`src/core/tlb_defs.svh`:
```
// Purpose: offsets, field positions, reset values for the tagged tlb
// Assumes: classic wishbone, 32-bit data, byte addresses
// Notes: included by bare name
//
// Overview of operation
// - current tag is table root bits 11:0
// - tag enable clear forces tag 000h
// - tag enable only settable in long mode
// - bad tag enable set raises protection fault
// - clearing translation while tagged raises fault
// - fill with current tag; match current tag
// - clearing tag enable flushes every entry
// - 32-bit: 4m by 31:22, else 4k
// - extended: 2m by 31:21, 4k by 31:12
// - 64-bit keys 47:30, 47:21, 47:12
// - store frame, anded write/user, ored noexec
// - store final-level dirty and memory type
// - fetch-only buffer may drop write, dirty
// - fill only if all levels valid, clean
// - set accessed flags first, then fill
// - speculative walks may fill too
// - hits answer from cache, no refresh
// - memory type comes from cached entry
// - large page composed from frame, address
// - entries may vanish at any time
// - both page sizes may coexist
// - shared entries match any context tag
`ifndef TLB_DEFS_SVH
`define TLB_DEFS_SVH
`define ADR_CORE_CTRL 8'h00
`define ADR_FEAT_CTRL 8'h04
`define ADR_ROOT_CTRL 8'h08
`define ADR_EXT_FEAT 8'h0c
`define ADR_STATUS 8'h10
`define BIT_TRANS_ON 31
`define BIT_BIG_PAGE 4
`define BIT_EXT_PHYS 5
`define BIT_SHARED_EN 7
`define BIT_TAG_EN 17
`define BIT_LONG_MODE 10
`define BIT_NOEXEC_EN 11
`define RST_REG 32'h0000_0000
`define NUM_ENTRIES 8
`define NUM_LEVELS 4
`endif

```
`src/core/tlb_pkg.sv`:
```
// Purpose: shared types for the tagged tlb
// Assumes: nothing
// Notes: constants live in tlb_defs.svh
package tlb_pkg;
  typedef enum logic [1:0] {
    pg_4k = 2'h0,
    pg_2m = 2'h1,
    pg_4m = 2'h2,
    pg_1g = 2'h3
  } pg_size_t;
  typedef enum logic [1:0] {
    st_idle = 2'b00,
    st_walk = 2'b01,
    st_acc = 2'b11,
    st_fill = 2'b10
  } state_t;
endpackage

```
`src/core/tlb_key_match.sv`:
```
// Purpose: one entry's page-number and context comparison
// Assumes: page number is linear bits 47:12
// Notes: pure logic
`timescale 1ns/1ns
module tlb_key_match
  import tlb_pkg::*;
(
  input wire logic ent_valid,
  input wire logic [35:0] ent_vpn,
  input wire tlb_pkg::pg_size_t ent_size,
  input wire logic [11:0] ent_tag,
  input wire logic ent_global,
  input wire logic [35:0] q_vpn,
  input wire logic [11:0] cur_tag,
  input wire logic shared_en,
  output logic hit
);
  logic [35:0] mask;
  logic ctx_ok;
  always_comb begin
    case (ent_size)
      pg_2m: mask = {27'h7ffffff, 9'h000};
      pg_4m: mask = {26'h3ffffff, 10'h000};
      pg_1g: mask = {18'h3ffff, 18'h00000};
      default: mask = 36'hf_ffff_ffff;
    endcase
  end
  // global entries ignore the tag while shared_en is set
  assign ctx_ok = (ent_tag == cur_tag) || (ent_global && shared_en);
  assign hit = ent_valid && ctx_ok && (((ent_vpn ^ q_vpn) & mask) == 36'h0_0000_0000);
endmodule

```
`src/core/tlb_walk_combine.sv`:
```
// Purpose: fold per-level walk flags into one entry's rights
// Assumes: level_used marks the structure entries a walk touched
// Notes: pure logic
`timescale 1ns/1ns
module tlb_walk_combine (
  input wire logic [3:0] lvl_used,
  input wire logic [3:0] lvl_present,
  input wire logic [3:0] lvl_rsvd,
  input wire logic [3:0] lvl_acc,
  input wire logic [3:0] lvl_w,
  input wire logic [3:0] lvl_u,
  input wire logic [3:0] lvl_nx,
  input wire logic noexec_en,
  output logic walk_ok,
  output logic acc_all,
  output logic [3:0] acc_missing,
  output logic w_all,
  output logic u_all,
  output logic nx_any
);
  assign walk_ok = ((lvl_used & ~lvl_present) == 4'h0) && ((lvl_used & lvl_rsvd) == 4'h0);
  assign acc_missing = lvl_used & ~lvl_acc;
  assign acc_all = (acc_missing == 4'h0);
  assign w_all = &(lvl_w | ~lvl_used);
  assign u_all = &(lvl_u | ~lvl_used);
  // noexec only matters once enabled
  assign nx_any = noexec_en && |(lvl_nx & lvl_used);
endmodule

```
`src/core/context_tagged_tlb.sv`:
```
// Purpose: context-tagged translation buffer with control registers
// Assumes: classic wishbone slave, one lookup in flight
// Notes: round-robin replacement, flip-flop storage
`timescale 1ns/1ns
`include "tlb_defs.svh"
module context_tagged_tlb
  import tlb_pkg::*;
(
  input wire logic sys_clk,
  input wire logic rst_b,
  input wire logic wb_cyc_i,
  input wire logic wb_stb_i,
  input wire logic wb_we_i,
  input wire logic [7:0] wb_adr_i,
  input wire logic [3:0] wb_sel_i,
  input wire logic [31:0] wb_dat_i,
  output logic [31:0] wb_dat_o,
  output logic wb_ack_o,
  output logic protection_fault,
  input wire logic lk_req,
  input wire logic [47:0] lk_addr,
  output logic lk_busy,
  output logic lk_ack,
  output logic lk_hit,
  output logic lk_ok,
  output logic [39:0] lk_frame,
  output logic lk_w,
  output logic lk_u,
  output logic lk_nx,
  output logic lk_dirty,
  output logic [2:0] lk_mtype,
  output logic walk_req,
  output logic [47:0] walk_addr,
  input wire logic walk_done,
  input wire logic walk_nofill,
  input wire tlb_pkg::pg_size_t walk_size,
  input wire logic [39:0] walk_frame,
  input wire logic [3:0] walk_used,
  input wire logic [3:0] walk_present,
  input wire logic [3:0] walk_rsvd,
  input wire logic [3:0] walk_acc,
  input wire logic [3:0] walk_w,
  input wire logic [3:0] walk_u,
  input wire logic [3:0] walk_nx,
  input wire logic walk_dirty,
  input wire logic [2:0] walk_mtype,
  input wire logic walk_shared,
  output logic acc_set_req,
  output logic [3:0] acc_set_mask,
  input wire logic acc_set_ack
);
  import tlb_pkg::*;

  // ----------------------------------------
  // control registers
  // ----------------------------------------
  logic [31:0] core_ctrl_ff;
  logic [31:0] feature_ctrl_ff;
  logic [31:0] table_root_ctrl_ff;
  logic [31:0] ext_feature_enable_reg_ff;
  logic fault_seen_ff;
  logic wb_ack_ff;
  logic [31:0] wb_dat_ff;
  logic fault_ff;
  logic flush;
  logic wr_go;
  logic [31:0] wr_val;
  logic [31:0] wr_old;
  logic feat_bad;
  logic core_bad;
  logic ctx_tag_enable;
  logic long_mode_active;
  logic [11:0] ctx_tag;

  function automatic logic [31:0] merge_bytes(
    input logic [31:0] old_v,
    input logic [31:0] new_v,
    input logic [3:0] sel
  );
    logic [31:0] r;
    r = old_v;
    for (int b = 0; b < 4; b++) begin
      if (sel[b]) begin
        r[8*b +: 8] = new_v[8*b +: 8];
      end
    end
    return r;
  endfunction

  assign wr_go = wb_cyc_i && wb_stb_i && wb_we_i && !wb_ack_ff;
  always_comb begin
    case (wb_adr_i)
      `ADR_CORE_CTRL: wr_old = core_ctrl_ff;
      `ADR_FEAT_CTRL: wr_old = feature_ctrl_ff;
      `ADR_ROOT_CTRL: wr_old = table_root_ctrl_ff;
      `ADR_EXT_FEAT: wr_old = ext_feature_enable_reg_ff;
      default: wr_old = `RST_REG;
    endcase
  end
  assign wr_val = merge_bytes(wr_old, wb_dat_i, wb_sel_i);
  assign ctx_tag_enable = feature_ctrl_ff[`BIT_TAG_EN];
  assign long_mode_active = ext_feature_enable_reg_ff[`BIT_LONG_MODE];
  assign ctx_tag = ctx_tag_enable ? table_root_ctrl_ff[11:0] : 12'h000;
  // enabling tags needs long mode and a zero tag field
  assign feat_bad = wr_go && (wb_adr_i == `ADR_FEAT_CTRL) && !ctx_tag_enable &&
    wr_val[`BIT_TAG_EN] &&
    (!long_mode_active || (table_root_ctrl_ff[11:0] != 12'h000));
  assign core_bad = wr_go && (wb_adr_i == `ADR_CORE_CTRL) && ctx_tag_enable &&
    !wr_val[`BIT_TRANS_ON];
  assign flush = wr_go && (wb_adr_i == `ADR_FEAT_CTRL) && ctx_tag_enable &&
    !wr_val[`BIT_TAG_EN];

  always_ff @(posedge sys_clk or negedge rst_b) begin
    if (!rst_b) begin
      core_ctrl_ff <= `RST_REG;
    end else if (wr_go && (wb_adr_i == `ADR_CORE_CTRL) && !core_bad) begin
      core_ctrl_ff <= wr_val;
    end
  end

  always_ff @(posedge sys_clk or negedge rst_b) begin
    if (!rst_b) begin
      feature_ctrl_ff <= `RST_REG;
    end else if (wr_go && (wb_adr_i == `ADR_FEAT_CTRL) && !feat_bad) begin
      feature_ctrl_ff <= wr_val;
    end
  end

  always_ff @(posedge sys_clk or negedge rst_b) begin
    if (!rst_b) begin
      table_root_ctrl_ff <= `RST_REG;
    end else if (wr_go && (wb_adr_i == `ADR_ROOT_CTRL)) begin
      table_root_ctrl_ff <= wr_val;
    end
  end

  // long mode is frozen while tagging is on, so tags never leak out of it
  always_ff @(posedge sys_clk or negedge rst_b) begin
    if (!rst_b) begin
      ext_feature_enable_reg_ff <= `RST_REG;
    end else if (wr_go && (wb_adr_i == `ADR_EXT_FEAT)) begin
      ext_feature_enable_reg_ff <= wr_val;
      if (ctx_tag_enable) begin
        ext_feature_enable_reg_ff[`BIT_LONG_MODE] <= 1'b1;
      end
    end
  end

  // sticky fault flag, write one to clear; a new fault wins
  always_ff @(posedge sys_clk or negedge rst_b) begin
    if (!rst_b) begin
      fault_seen_ff <= 1'b0;
    end else if (feat_bad || core_bad) begin
      fault_seen_ff <= 1'b1;
    end else if (wr_go && (wb_adr_i == `ADR_STATUS) && wb_sel_i[0] && wb_dat_i[0]) begin
      fault_seen_ff <= 1'b0;
    end
  end

  always_ff @(posedge sys_clk or negedge rst_b) begin
    if (!rst_b) begin
      fault_ff <= 1'b0;
    end else begin
      fault_ff <= feat_bad || core_bad;
    end
  end

  // ----------------------------------------
  // wishbone answer
  // ----------------------------------------
  state_t state_ff;
  logic [31:0] rd_val;

  always_comb begin
    case (wb_adr_i)
      `ADR_CORE_CTRL: rd_val = core_ctrl_ff;
      `ADR_FEAT_CTRL: rd_val = feature_ctrl_ff;
      `ADR_ROOT_CTRL: rd_val = table_root_ctrl_ff;
      `ADR_EXT_FEAT: rd_val = ext_feature_enable_reg_ff;
      `ADR_STATUS: rd_val = {17'h00000, ctx_tag, state_ff, fault_seen_ff};
      default: rd_val = 32'h0000_0000;
    endcase
  end

  always_ff @(posedge sys_clk or negedge rst_b) begin
    if (!rst_b) begin
      wb_ack_ff <= 1'b0;
      wb_dat_ff <= 32'h0000_0000;
    end else begin
      wb_ack_ff <= wb_cyc_i && wb_stb_i && !wb_ack_ff;
      wb_dat_ff <= (wb_cyc_i && wb_stb_i && !wb_we_i) ? rd_val : 32'h0000_0000;
    end
  end

  // ----------------------------------------
  // entry storage and match
  // ----------------------------------------
  localparam int NE = `NUM_ENTRIES;
  logic [NE-1:0] hit_vec;
  pg_size_t e_size [NE];
  logic [39:0] e_frame [NE];
  logic [NE-1:0] e_w;
  logic [NE-1:0] e_u;
  logic [NE-1:0] e_nx;
  logic [NE-1:0] e_dirty;
  logic [2:0] e_mtype [NE];
  logic [35:0] q_vpn;
  logic [35:0] q_vpn_ff;
  logic [47:0] q_addr_ff;
  logic fill_en;
  logic [2:0] fill_ptr_ff;
  pg_size_t f_size_ff;
  logic [39:0] f_frame_ff;
  logic f_w_ff;
  logic f_u_ff;
  logic f_nx_ff;
  logic f_dirty_ff;
  logic [2:0] f_mtype_ff;
  logic f_global_ff;

  // 32-bit and extended modes key on bits 31:12 only
  assign q_vpn = long_mode_active ? lk_addr[47:12] : {16'h0000, lk_addr[31:12]};

  for (genvar i = 0; i < NE; i++) begin : g_ent
    logic valid_ff;
    logic [35:0] vpn_ff;
    pg_size_t size_ff;
    logic [11:0] tag_ff;
    logic global_ff;
    logic [39:0] frame_ff;
    // one buffer serves every access, so write and dirty stay stored
    logic [6:0] attr_ff;

    always_ff @(posedge sys_clk or negedge rst_b) begin
      if (!rst_b) begin
        valid_ff <= 1'b0;
      end else if (flush) begin
        valid_ff <= 1'b0;
      end else if (fill_en && (fill_ptr_ff == 3'(i))) begin
        valid_ff <= 1'b1;
      end
    end

    // the victim is replaced whole, so a live entry may drop at any fill
    always_ff @(posedge sys_clk or negedge rst_b) begin
      if (!rst_b) begin
        vpn_ff <= 36'h0_0000_0000;
        size_ff <= pg_4k;
        tag_ff <= 12'h000;
        global_ff <= 1'b0;
        frame_ff <= 40'h00_0000_0000;
        attr_ff <= 7'h00;
      end else if (fill_en && (fill_ptr_ff == 3'(i))) begin
        vpn_ff <= q_vpn_ff;
        size_ff <= f_size_ff;
        tag_ff <= ctx_tag;
        global_ff <= f_global_ff;
        frame_ff <= f_frame_ff;
        attr_ff <= {f_w_ff, f_u_ff, f_nx_ff, f_dirty_ff, f_mtype_ff};
      end
    end

    tlb_key_match u_match (
      .ent_valid(valid_ff),
      .ent_vpn(vpn_ff),
      .ent_size(size_ff),
      .ent_tag(tag_ff),
      .ent_global(global_ff),
      .q_vpn(q_vpn),
      .cur_tag(ctx_tag),
      .shared_en(feature_ctrl_ff[`BIT_SHARED_EN]),
      .hit(hit_vec[i])
    );

    assign e_size[i] = size_ff;
    assign e_frame[i] = frame_ff;
    assign e_w[i] = attr_ff[6];
    assign e_u[i] = attr_ff[5];
    assign e_nx[i] = attr_ff[4];
    assign e_dirty[i] = attr_ff[3];
    assign e_mtype[i] = attr_ff[2:0];
  end

  // lowest matching entry wins when page sizes overlap
  logic [2:0] hit_idx;
  always_comb begin
    hit_idx = 3'h0;
    for (int k = NE - 1; k >= 0; k--) begin
      if (hit_vec[k]) begin
        hit_idx = k[2:0];
      end
    end
  end

  // large pages take their low frame bits from the linear address
  function automatic logic [39:0] compose(
    input logic [39:0] fr,
    input logic [47:0] la,
    input pg_size_t sz
  );
    logic [39:0] r;
    r = fr;
    case (sz)
      pg_2m: r[8:0] = la[20:12];
      pg_4m: r[9:0] = la[21:12];
      pg_1g: r[17:0] = la[29:12];
      default: r = fr;
    endcase
    return r;
  endfunction

  // ----------------------------------------
  // walk flag folding
  // ----------------------------------------
  logic walk_ok;
  logic acc_all;
  logic [3:0] acc_missing;
  logic w_all;
  logic u_all;
  logic nx_any;

  tlb_walk_combine u_comb (
    .lvl_used(walk_used),
    .lvl_present(walk_present),
    .lvl_rsvd(walk_rsvd),
    .lvl_acc(walk_acc),
    .lvl_w(walk_w),
    .lvl_u(walk_u),
    .lvl_nx(walk_nx),
    .noexec_en(ext_feature_enable_reg_ff[`BIT_NOEXEC_EN]),
    .walk_ok(walk_ok),
    .acc_all(acc_all),
    .acc_missing(acc_missing),
    .w_all(w_all),
    .u_all(u_all),
    .nx_any(nx_any)
  );

  // ----------------------------------------
  // lookup sequencer
  // ----------------------------------------
  logic take;
  logic fill_ok;
  assign take = (state_ff == st_idle) && lk_req;
  assign fill_ok = walk_done && !walk_nofill && walk_ok;
  assign fill_en = (state_ff == st_fill);

  always_ff @(posedge sys_clk or negedge rst_b) begin
    if (!rst_b) begin
      state_ff <= st_idle;
    end else begin
      case (state_ff)
        st_idle: if (take && hit_vec == '0) state_ff <= st_walk;
        st_walk: begin
          if (fill_ok && !acc_all) begin
            state_ff <= st_acc;
          end else if (fill_ok) begin
            state_ff <= st_fill;
          end else if (walk_done) begin
            state_ff <= st_idle;
          end
        end
        st_acc: if (acc_set_ack) state_ff <= st_fill;
        st_fill: state_ff <= st_idle;
        default: state_ff <= st_idle;
      endcase
    end
  end

  always_ff @(posedge sys_clk or negedge rst_b) begin
    if (!rst_b) begin
      q_vpn_ff <= 36'h0_0000_0000;
      q_addr_ff <= 48'h0000_0000_0000;
    end else if (take) begin
      q_vpn_ff <= q_vpn;
      q_addr_ff <= lk_addr;
    end
  end

  logic walk_req_ff;
  always_ff @(posedge sys_clk or negedge rst_b) begin
    if (!rst_b) begin
      walk_req_ff <= 1'b0;
    end else if (take && hit_vec == '0) begin
      walk_req_ff <= 1'b1;
    end else if (walk_done) begin
      walk_req_ff <= 1'b0;
    end
  end

  always_ff @(posedge sys_clk or negedge rst_b) begin
    if (!rst_b) begin
      acc_set_req <= 1'b0;
      acc_set_mask <= 4'h0;
    end else if (state_ff == st_walk && fill_ok && !acc_all) begin
      acc_set_req <= 1'b1;
      acc_set_mask <= acc_missing;
    end else if (acc_set_ack) begin
      acc_set_req <= 1'b0;
      acc_set_mask <= 4'h0;
    end
  end

  always_ff @(posedge sys_clk or negedge rst_b) begin
    if (!rst_b) begin
      f_size_ff <= pg_4k;
      f_frame_ff <= 40'h00_0000_0000;
      f_w_ff <= 1'b0;
      f_u_ff <= 1'b0;
      f_nx_ff <= 1'b0;
      f_dirty_ff <= 1'b0;
      f_mtype_ff <= 3'h0;
      f_global_ff <= 1'b0;
    end else if (state_ff == st_walk && fill_ok) begin
      f_size_ff <= walk_size;
      f_frame_ff <= walk_frame;
      f_w_ff <= w_all;
      f_u_ff <= u_all;
      f_nx_ff <= nx_any;
      f_dirty_ff <= walk_dirty;
      f_mtype_ff <= walk_mtype;
      f_global_ff <= walk_shared;
    end
  end

  always_ff @(posedge sys_clk or negedge rst_b) begin
    if (!rst_b) begin
      fill_ptr_ff <= 3'h0;
    end else if (fill_en) begin
      fill_ptr_ff <= fill_ptr_ff + 3'h1;
    end
  end

  // ----------------------------------------
  // lookup answer
  // ----------------------------------------
  logic lk_ack_ff;
  logic lk_hit_ff;
  logic lk_ok_ff;
  logic [39:0] lk_frame_ff;
  logic [5:0] lk_attr_ff;

  always_ff @(posedge sys_clk or negedge rst_b) begin
    if (!rst_b) begin
      lk_ack_ff <= 1'b0;
      lk_hit_ff <= 1'b0;
      lk_ok_ff <= 1'b0;
      lk_frame_ff <= 40'h00_0000_0000;
      lk_attr_ff <= 6'h00;
    end else if (take && hit_vec != '0) begin
      lk_ack_ff <= 1'b1;
      lk_hit_ff <= 1'b1;
      lk_ok_ff <= 1'b1;
      lk_frame_ff <= compose(e_frame[hit_idx], lk_addr, e_size[hit_idx]);
      lk_attr_ff <= {e_w[hit_idx], e_u[hit_idx], e_nx[hit_idx], e_dirty[hit_idx],
        e_mtype[hit_idx][1:0]};
    end else if (fill_en) begin
      lk_ack_ff <= 1'b1;
      lk_hit_ff <= 1'b0;
      lk_ok_ff <= 1'b1;
      lk_frame_ff <= compose(f_frame_ff, q_addr_ff, f_size_ff);
      lk_attr_ff <= {f_w_ff, f_u_ff, f_nx_ff, f_dirty_ff, f_mtype_ff[1:0]};
    end else if (state_ff == st_walk && walk_done && !fill_ok) begin
      lk_ack_ff <= 1'b1;
      lk_hit_ff <= 1'b0;
      lk_ok_ff <= 1'b0;
      lk_frame_ff <= 40'h00_0000_0000;
      lk_attr_ff <= 6'h00;
    end else begin
      lk_ack_ff <= 1'b0;
    end
  end

  logic [2:0] lk_mtype_ff;
  always_ff @(posedge sys_clk or negedge rst_b) begin
    if (!rst_b) begin
      lk_mtype_ff <= 3'h0;
    end else if (take && hit_vec != '0) begin
      lk_mtype_ff <= e_mtype[hit_idx];
    end else if (fill_en) begin
      lk_mtype_ff <= f_mtype_ff;
    end
  end

  logic busy_ff;
  always_ff @(posedge sys_clk or negedge rst_b) begin
    if (!rst_b) begin
      busy_ff <= 1'b0;
    end else begin
      busy_ff <= (take && hit_vec == '0) || (state_ff != st_idle && !fill_en &&
        !(state_ff == st_walk && walk_done && !fill_ok));
    end
  end

  assign wb_ack_o = wb_ack_ff;
  assign wb_dat_o = wb_dat_ff;
  assign protection_fault = fault_ff;
  assign lk_busy = busy_ff;
  assign lk_ack = lk_ack_ff;
  assign lk_hit = lk_hit_ff;
  assign lk_ok = lk_ok_ff;
  assign lk_frame = lk_frame_ff;
  assign lk_w = lk_attr_ff[5];
  assign lk_u = lk_attr_ff[4];
  assign lk_nx = lk_attr_ff[3];
  assign lk_dirty = lk_attr_ff[2];
  assign lk_mtype = lk_mtype_ff;
  assign walk_req = walk_req_ff;
  assign walk_addr = q_addr_ff;
endmodule

```
`config.mk`:
```
export PLATFORM = sky130hd
export DESIGN_NAME = context_tagged_tlb
export DESIGN_NICKNAME = d
export VERILOG_FILES = /design/src/core/tlb_pkg.sv /design/src/core/tlb_key_match.sv /design/src/core/tlb_walk_combine.sv /design/src/core/context_tagged_tlb.sv
export VERILOG_INCLUDE_DIRS = /design/src /design/src/core
export SDC_FILE = /design/constraint.sdc
export NUM_CORES = 2
export LEC_CHECK = 0
export ABC_CLOCK_PERIOD_IN_PS = 6500
export BUFFER_PORTS_ARGS = -buffer_cell sky130_fd_sc_hd__buf_2
export CAP_MARGIN = 20
export CORE_AREA = 2 2 399 401
export DETAILED_ROUTE_END_ITERATION = 7
export DIE_AREA = 0 0 401 403
export RECOVER_POWER = 25
export SKIP_CTS_REPAIR_TIMING = 1
export SLEW_MARGIN = 20
export SYNTH_ARGS = -nofsm -noshare
export SYNTH_HDL_FRONTEND = slang
export SYNTH_SLANG_ARGS = --single-unit
```
`constraint.sdc`:
```
create_clock -name sys_clk -period 6.5 [get_ports sys_clk]
set_input_delay 0.325 -clock sys_clk [delete_from_list [all_inputs] [get_ports sys_clk]]
set_output_delay 0.325 -clock sys_clk [all_outputs]
set_load 0.01 [all_outputs]
```
# Word-level counts from Yosys, hierarchy flattened

Index checks and enable logic that the tools add are counted.

Add/subtract/negate cells: 1
Bitwise gates (word level): 26
Equal/unequal tests: 55
Mux-type cells: 95
Reductions and logical operators: 130
Order comparisons: 2

Operators with widths:

| cell                                           | number |
|---|---|
| case mux 18 bit (3 select lines)               | 8 |
| AND 36 bit                                     | 8 |
| logical NOT 36 bit                             | 8 |
| XOR 36 bit                                     | 8 |
| 2-to-1 mux 40 bit                              | 5 |
| case mux 32 bit (5 select lines)               | 1 |
| case mux 32 bit (4 select lines)               | 1 |
| binary-select mux 40 bit (select 3 bit)        | 1 |
| == test 12 bit                                 | 8 |
| logical AND 1 bit                              | 67 |
| 2-to-1 mux 8 bit                               | 6 |
| == test 2 bit (second input constant)          | 22 |
| 2-to-1 mux 1 bit                               | 37 |
| 2-to-1 mux 3 bit                               | 12 |
| 2-to-1 mux 36 bit                              | 1 |
| 2-to-1 mux 32 bit                              | 1 |
| nonzero test 2 bit                             | 13 |
| == test 2 x 1 -> 1 bit (second input constant) | 11 |
| 2-to-1 mux 6 bit                               | 3 |
| 2-to-1 mux 9 bit                               | 2 |
| AND 4 bit                                      | 4 |
| == test 8 x 4 -> 1 bit (second input constant) | 2 |
| logical NOT 8 bit                              | 2 |
| 2-to-1 mux 2 bit                               | 7 |
| other kinds (33)                               | 71 |

Register bits after elaboration: 1,153
Input port bits: 176

# Depth between registers and ports, before layout

Word-level depth: 21
Mapped depth: 20

# Hierarchy

Synthesis repeated with hierarchy kept, for this count alone.

Cell total of the unflattened synthesis: 4,383
Area total of the unflattened synthesis: 51,864.7 µm²

By module, submodules not included:

| module             | cells an instance | area each (µm²) | instances |
|---|---|---|---|
| context_tagged_tlb | 3,807             | 47,184.0        | 1 |
| tlb_key_match      | 69                | 566.8           | 8 |
| tlb_walk_combine   | 24                | 146.4           | 1 |

# Worst setup path before layout

OpenSTA, ideal clock, no wires.

Kind: flip-flop to flip-flop
Start: register ext_feature_enable_reg_ff[10]
End: register lk_frame_ff[9] (netlist: lk_frame[9])
Setup slack: 2.922 ns
Arrival: 3.452 ns
Cell stages (with the launch flop): 16
Library setup time: 0.126 ns
Cells stage by stage: dfrtp_1 buf_6 or4_1 o31a_1 or4_1 or3_1 nor3_2 a41oi_1 a211o_1 buf_6 buf_6 mux2i_1 a22o_1 nor2_1 a2111oi_2 a311o_1

Longest elaborated chain between the ends: 21
Elaborated cells between the ends (all ways): 56
Classes of those cells: eq/ne: 2; mux: 17; bitwise: 17; reduce/logical: 20

Ends and longest elaborated chain:

| item                                                | RTL line                  | text |
|---|---|---|
| start, declared                                     | context_tagged_tlb.sv:60  | `logic [31:0] ext_feature_enable_reg_ff;` |
| start signal, assigned                              | context_tagged_tlb.sv:140 | `` ext_feature_enable_reg_ff <= `RST_REG; `` |
| start signal, assigned                              | context_tagged_tlb.sv:142 | `ext_feature_enable_reg_ff <= wr_val;` |
| 2-to-1 mux 36 bit *                                 | context_tagged_tlb.sv:222 | `assign q_vpn = long_mode_active ? lk_addr[47:12] : {16'h0000, lk_addr[31:12]};` |
| XOR 36 bit                                          | tlb_key_match.sv:30       | `assign hit = ent_valid && ctx_ok && (((ent_vpn ^ q_vpn) & mask) == 36'h0_0000_0000);` |
| AND 36 bit                                          | tlb_key_match.sv:30       |  |
| logical NOT 36 bit                                  | tlb_key_match.sv:30       |  |
| logical AND 1 bit                                   | tlb_key_match.sv:30       |  |
| 2-to-1 mux 3 bit (8 in a row)                       | context_tagged_tlb.sv:289 | `if (hit_vec[k]) begin` |
| inverter 3 -> 4 bit (not written as such)           | context_tagged_tlb.sv:454 | `lk_frame_ff <= compose(e_frame[hit_idx], lk_addr, e_size[hit_idx]);` |
| binary-select mux 2 bit (select 3 bit)              | context_tagged_tlb.sv:454 |  |
| 2-to-1 mux 2 bit (not written as such) (2 in a row) | context_tagged_tlb.sv:454 |  |
| == test 2 bit                                       | context_tagged_tlb.sv:303 | `case (sz)` |
| OR reduction 2 bit (no source line)                 | -                         |  |
| 2-to-1 mux 1 bit                                    | context_tagged_tlb.sv:303 |  |
| 2-to-1 mux 40 bit                                   | context_tagged_tlb.sv:450 | `end else if (take && hit_vec != '0) begin` |
| end signal, assigned                                | context_tagged_tlb.sv:454 |  |
| end signal, assigned                                | context_tagged_tlb.sv:461 | `lk_frame_ff <= compose(f_frame_ff, q_addr_ff, f_size_ff);` |
| end, declared                                       | context_tagged_tlb.sv:440 | `logic [39:0] lk_frame_ff;` |

Mark *: on every way between the ends. The rest lies on a longest branch, timed or not. The select of a mux whose other input is x is not followed.
A chain may end at the register's enable or synchronous reset.

# Worst setup path in the final report

Start: register ext_feature_enable_reg_ff[10]
End: register lk_frame_ff[13] (netlist: lk_frame[13])

Longest elaborated chain between the ends: 20
Elaborated cells between the ends (all ways): 54
Classes of those cells: eq/ne: 1; mux: 17; bitwise: 17; reduce/logical: 19

Ends and longest elaborated chain:

| item                                                | RTL line |
|---|---|
| 2-to-1 mux 36 bit *                                 | context_tagged_tlb.sv:222 |
| XOR 36 bit                                          | tlb_key_match.sv:30 |
| AND 36 bit                                          | tlb_key_match.sv:30 |
| logical NOT 36 bit                                  | tlb_key_match.sv:30 |
| logical AND 1 bit                                   | tlb_key_match.sv:30 |
| 2-to-1 mux 3 bit (8 in a row)                       | context_tagged_tlb.sv:289 |
| inverter 3 -> 4 bit (not written as such)           | context_tagged_tlb.sv:454 |
| binary-select mux 2 bit (select 3 bit)              | context_tagged_tlb.sv:454 |
| 2-to-1 mux 2 bit (not written as such) (2 in a row) | context_tagged_tlb.sv:454 |
| == test 2 bit                                       | context_tagged_tlb.sv:303 |
| 2-to-1 mux 8 bit                                    | context_tagged_tlb.sv:303 |
| 2-to-1 mux 40 bit                                   | context_tagged_tlb.sv:450 |

Marked as above.

==> impl_metrics.env <==
export IMPL_fmax_mhz=187
export IMPL_grt_max_degree=164
export IMPL_synthToLayoutAreaGrowth_pct=16.3
export IMPL_tritoncts="yes"
export IMPL_via_count_of_the_first_global_routing_pass=39879
export IMPL_critPathMaxStageDelay_ns=0.84
export IMPL_seq_area_frac_synth_pct=51.6
export IMPL_first_pass_grt_wire_length_mm=253
export IMPL_cts_sinks=1131
export IMPL_worst_pin_slew_ns=4.79
export IMPL_setup_worst_path_end_class="flop"
export IMPL_ys_dominant_reg_cell="sky130_fd_sc_hd__dfrtp_1"
export IMPL_ant_nets=0
export IMPL_track_usage_pct=20.2
export IMPL_clk_latency_ns=0.81
export IMPL_hold_worst_slack_ns=-0.00388
export IMPL_layout_nets=5732
export IMPL_dpl_cell_count=7354
export IMPL_violations="negative hold slack, max-capacitance violations, max-slew violations"
export IMPL_hold_path_class="primary input to flop"
export IMPL_synth_nets=5549
export IMPL_synthArstFlopShare_pct=100
export IMPL_finalNonFillerCells=7725
export IMPL_p_total_mw=20.0
export IMPL_fin_area_um2=63800
export IMPL_grt_setup_unrepaired="false"
export IMPL_placement_setup_worst_slack_ns=1.28
export IMPL_clock_transition_at_path_regs_ns=0.06
export IMPL_drt_total_wl_mm=167
export IMPL_initial_utilization_pct=34.8
export IMPL_route_vias_total=41046
export IMPL_avgSynthCellArea_um2=10.2
export IMPL_clock_tree_root_cell="sky130_fd_sc_hd__clkbuf_16"
export IMPL_final_util_pct=40.5
export IMPL_synth_seq_cells=1131
export IMPL_final_period_minus_worst_setup_slack_ns=5.36
export IMPL_power_ir_vdd_worst_uv=282
export IMPL_cts_made_buffers=134
export IMPL_skew_ns=0.0584
export IMPL_cts_path_max_buffers=3
export IMPL_dpl_instance_area_um2=57800
export IMPL_final_max_slew_viol_count=62
export IMPL_core_area_um2=157000
export IMPL_critical_path_required_ns=7.19
export IMPL_die_h_um=403
export IMPL_worstSetupStartpointType="flop"
export IMPL_timing_critical_path_fanout_max=56
export IMPL_worst_slack_ns=1.14
export IMPL_worst_slew_margin_rel_pct=-219
export IMPL_synth_edf_count=0
export IMPL_timing_setup_tns_ns=0
export IMPL_synthesis_yosys_warnings=0
export IMPL_die_area_um2=162000
export IMPL_finalHoldViolCount=1
export IMPL_final_layout_size_suffix_gt1_share_pct=20.3
export IMPL_crit_arrival_ns=6.05
export IMPL_synth_cells=5367
export IMPL_firstDrtPassIters=5
export IMPL_final_setup_viol_count=0
export IMPL_syn_cell_area_um2=54800
export IMPL_status="finished with violations"
export IMPL_p_leak_nw=31.3
export IMPL_drv_cap=1
export IMPL_drt_initial_drc_count=3302
export IMPL_final_wtd_congestion=0.917
export IMPL_crit_path_top_delay_cell="sky130_fd_sc_hd__dfrtp_2"
export IMPL_place_port_buffers=314
export IMPL_worst_path_most_repeated_cell="sky130_fd_sc_hd__nand3_1"
export IMPL_cts_max_level=4
export IMPL_number_of_antenna_violations_at_the_first_check_in_global_routing=8
export IMPL_period_share_pct=82.5
export IMPL_path_cells="clkinv_1, buf_12, a2bb2oi_1, a21oi_1, nand3_1, or4b_1, nor2_1, a211o_4, buf_4, nand3_1, o211ai_1, and3_1, nand2b_4, o21ai_2"
export IMPL_wire_per_inst_um=21.6
export IMPL_ioPinCount=315
export IMPL_drt_drc_violations_left=0
export IMPL_die_width_um=401
export IMPL_hpwl_mm=105
export IMPL_globalRouteOverflowTotal=0
export IMPL_setup_worst_path_class="flop to flop"
export IMPL_num_rows=146
export IMPL_p_per_area_nw_per_um2=313
export IMPL_via_per_inst=5.31
export IMPL_yosys_cell_types_count=88
-- worst max-delay path, delay by kind of cell, from the launching register on --
family	cells	cell delay (ns)
DFF	1	0.84
and+or+nand+nor	6	1.76
AOI/OAI and AO/OA	5	1.03
buffers and inverters	3	1.47
-- cell usage in the layout (no fill, tap or decap), types with 47 or more instances in the layout --
| cell type | synthesis | final |
|---|---|---|
| sky130_fd_sc_hd__nand4_1 | 56 | 56 |
| sky130_fd_sc_hd__a22oi_1 | 48 | 48 |
| sky130_fd_sc_hd__inv_1 | 47 | 47 |
| sky130_fd_sc_hd__xor2_1 | 83 | 83 |
| sky130_fd_sc_hd__a21oi_1 | 141 | 140 |
| sky130_fd_sc_hd__clkbuf_1 | 299 | 47 |
| sky130_fd_sc_hd__dfrtp_1 | 1131 | 1129 |
| sky130_fd_sc_hd__nor2_1 | 159 | 159 |
| sky130_fd_sc_hd__clkbuf_16 | 0 | 134 |
| sky130_fd_sc_hd__o21ai_0 | 347 | 347 |
| sky130_fd_sc_hd__buf_4 | 55 | 55 |
| sky130_fd_sc_hd__dlygate4sd3_1 | 0 | 131 |
| sky130_fd_sc_hd__mux2_2 | 477 | 477 |
| sky130_fd_sc_hd__buf_2 | 75 | 297 |
| sky130_fd_sc_hd__xnor2_1 | 165 | 165 |
| sky130_fd_sc_hd__nand2_1 | 1328 | 1321 |
| sky130_fd_sc_hd__mux2i_1 | 283 | 283 |
-- layout make-up --
class | count | area (µm²)
clock inverter | 41 | 812
sequential | 1131 | 28300
antenna | 1 | 2.50
inverter | 51 | 191
tap | 2072 | 2590
timing repair buffer | 513 | 3510
multi-input combinational | 3719 | 24500
fill | 15254 | 93700
clock buffer | 197 | 3920
-- synthesized netlist by cell type (all sizes together) (36+ instances only) --
master	count	area share, %
dfrtp	1131	52
buf	164	1.7
o21ai	358	3.3
clkbuf	302	2.1
inv	48	0.33
and3	36	0.41
xor2	83	1.3
nand2	1328	9.1
nor2	160	1.1
mux2	479	9.8
a21oi	142	1.3
nand3	48	0.46
nand4	56	0.64
mux2i	283	5.2
nor4	41	0.47
a31oi	41	0.47
a22oi	49	0.68
xnor2	165	2.6
-- layer usage --
layer / wire length, µm / vias to the layer above / track usage (%)
met2: 78500 / 1133 / 32.6
met4: 5170 / 4 / 7.31
li1: - / 18838 / -
met3: 9090 / 268 / 3.63
met1: 73800 / 20803 / 27.3
met5: 29 / - / 0
-- logic make-up (layout without fill, tap and decap cells) --
kind of cell / Yosys count / after routing / synth area share, %
mux: 794 / 794 / 16.3
buf+inv: 517 / 802 / 4.16
other cells: 0 / 1 / 0
simple gates: 1844 / 1844 / 14.5
fa+ha+maj: 6 / 6 / 0.137
flops: 1131 / 1131 / 51.6
xor+xnor: 248 / 248 / 3.96
compound gates: 827 / 827 / 9.32
-- final timing paths --
check                                                           from  depth (start not counted)  slack (ns)                               to
min                                                      lk_addr[16]                          3      -0.004          q_vpn_ff[4]$_DFFE_PN0P_
max reg2reg                ext_feature_enable_reg_ff[10]$_DFFE_PN0P_                         14        1.14         lk_frame[13]$_DFFE_PN0P_
max in group asynchronous                                      rst_b                          3        1.41  g_ent[6].vpn_ff[25]$_DFFE_PN0P_
min reg2reg                                 walk_addr[4]$_DFFE_PN0P_                          2        0.46         walk_addr[4]$_DFFE_PN0P_
min in group asynchronous                                      rst_b                          2        1.83        walk_addr[10]$_DFFE_PN0P_
max                        ext_feature_enable_reg_ff[10]$_DFFE_PN0P_                         14        1.14         lk_frame[13]$_DFFE_PN0P_
-- power by group --
part	total (mW)	internal, mW	leakage (nW)	switching (mW)
clock	7.92	4.70	2.30	3.23
combinational	2.78	1.17	13.4	1.61
sequential	9.29	7.88	15.5	1.41
-- state kept, by name (all words and copies together), names as in the netlist, 36 cells and up --
register / flops
f_frame_ff: 40
g_ent.attr_ff: 56
g_ent.frame_ff: 320
g_ent.tag_ff: 96
g_ent.vpn_ff: 288
lk_frame: 40
q_vpn_ff: 36
Power figures use the tool's default switching activity.
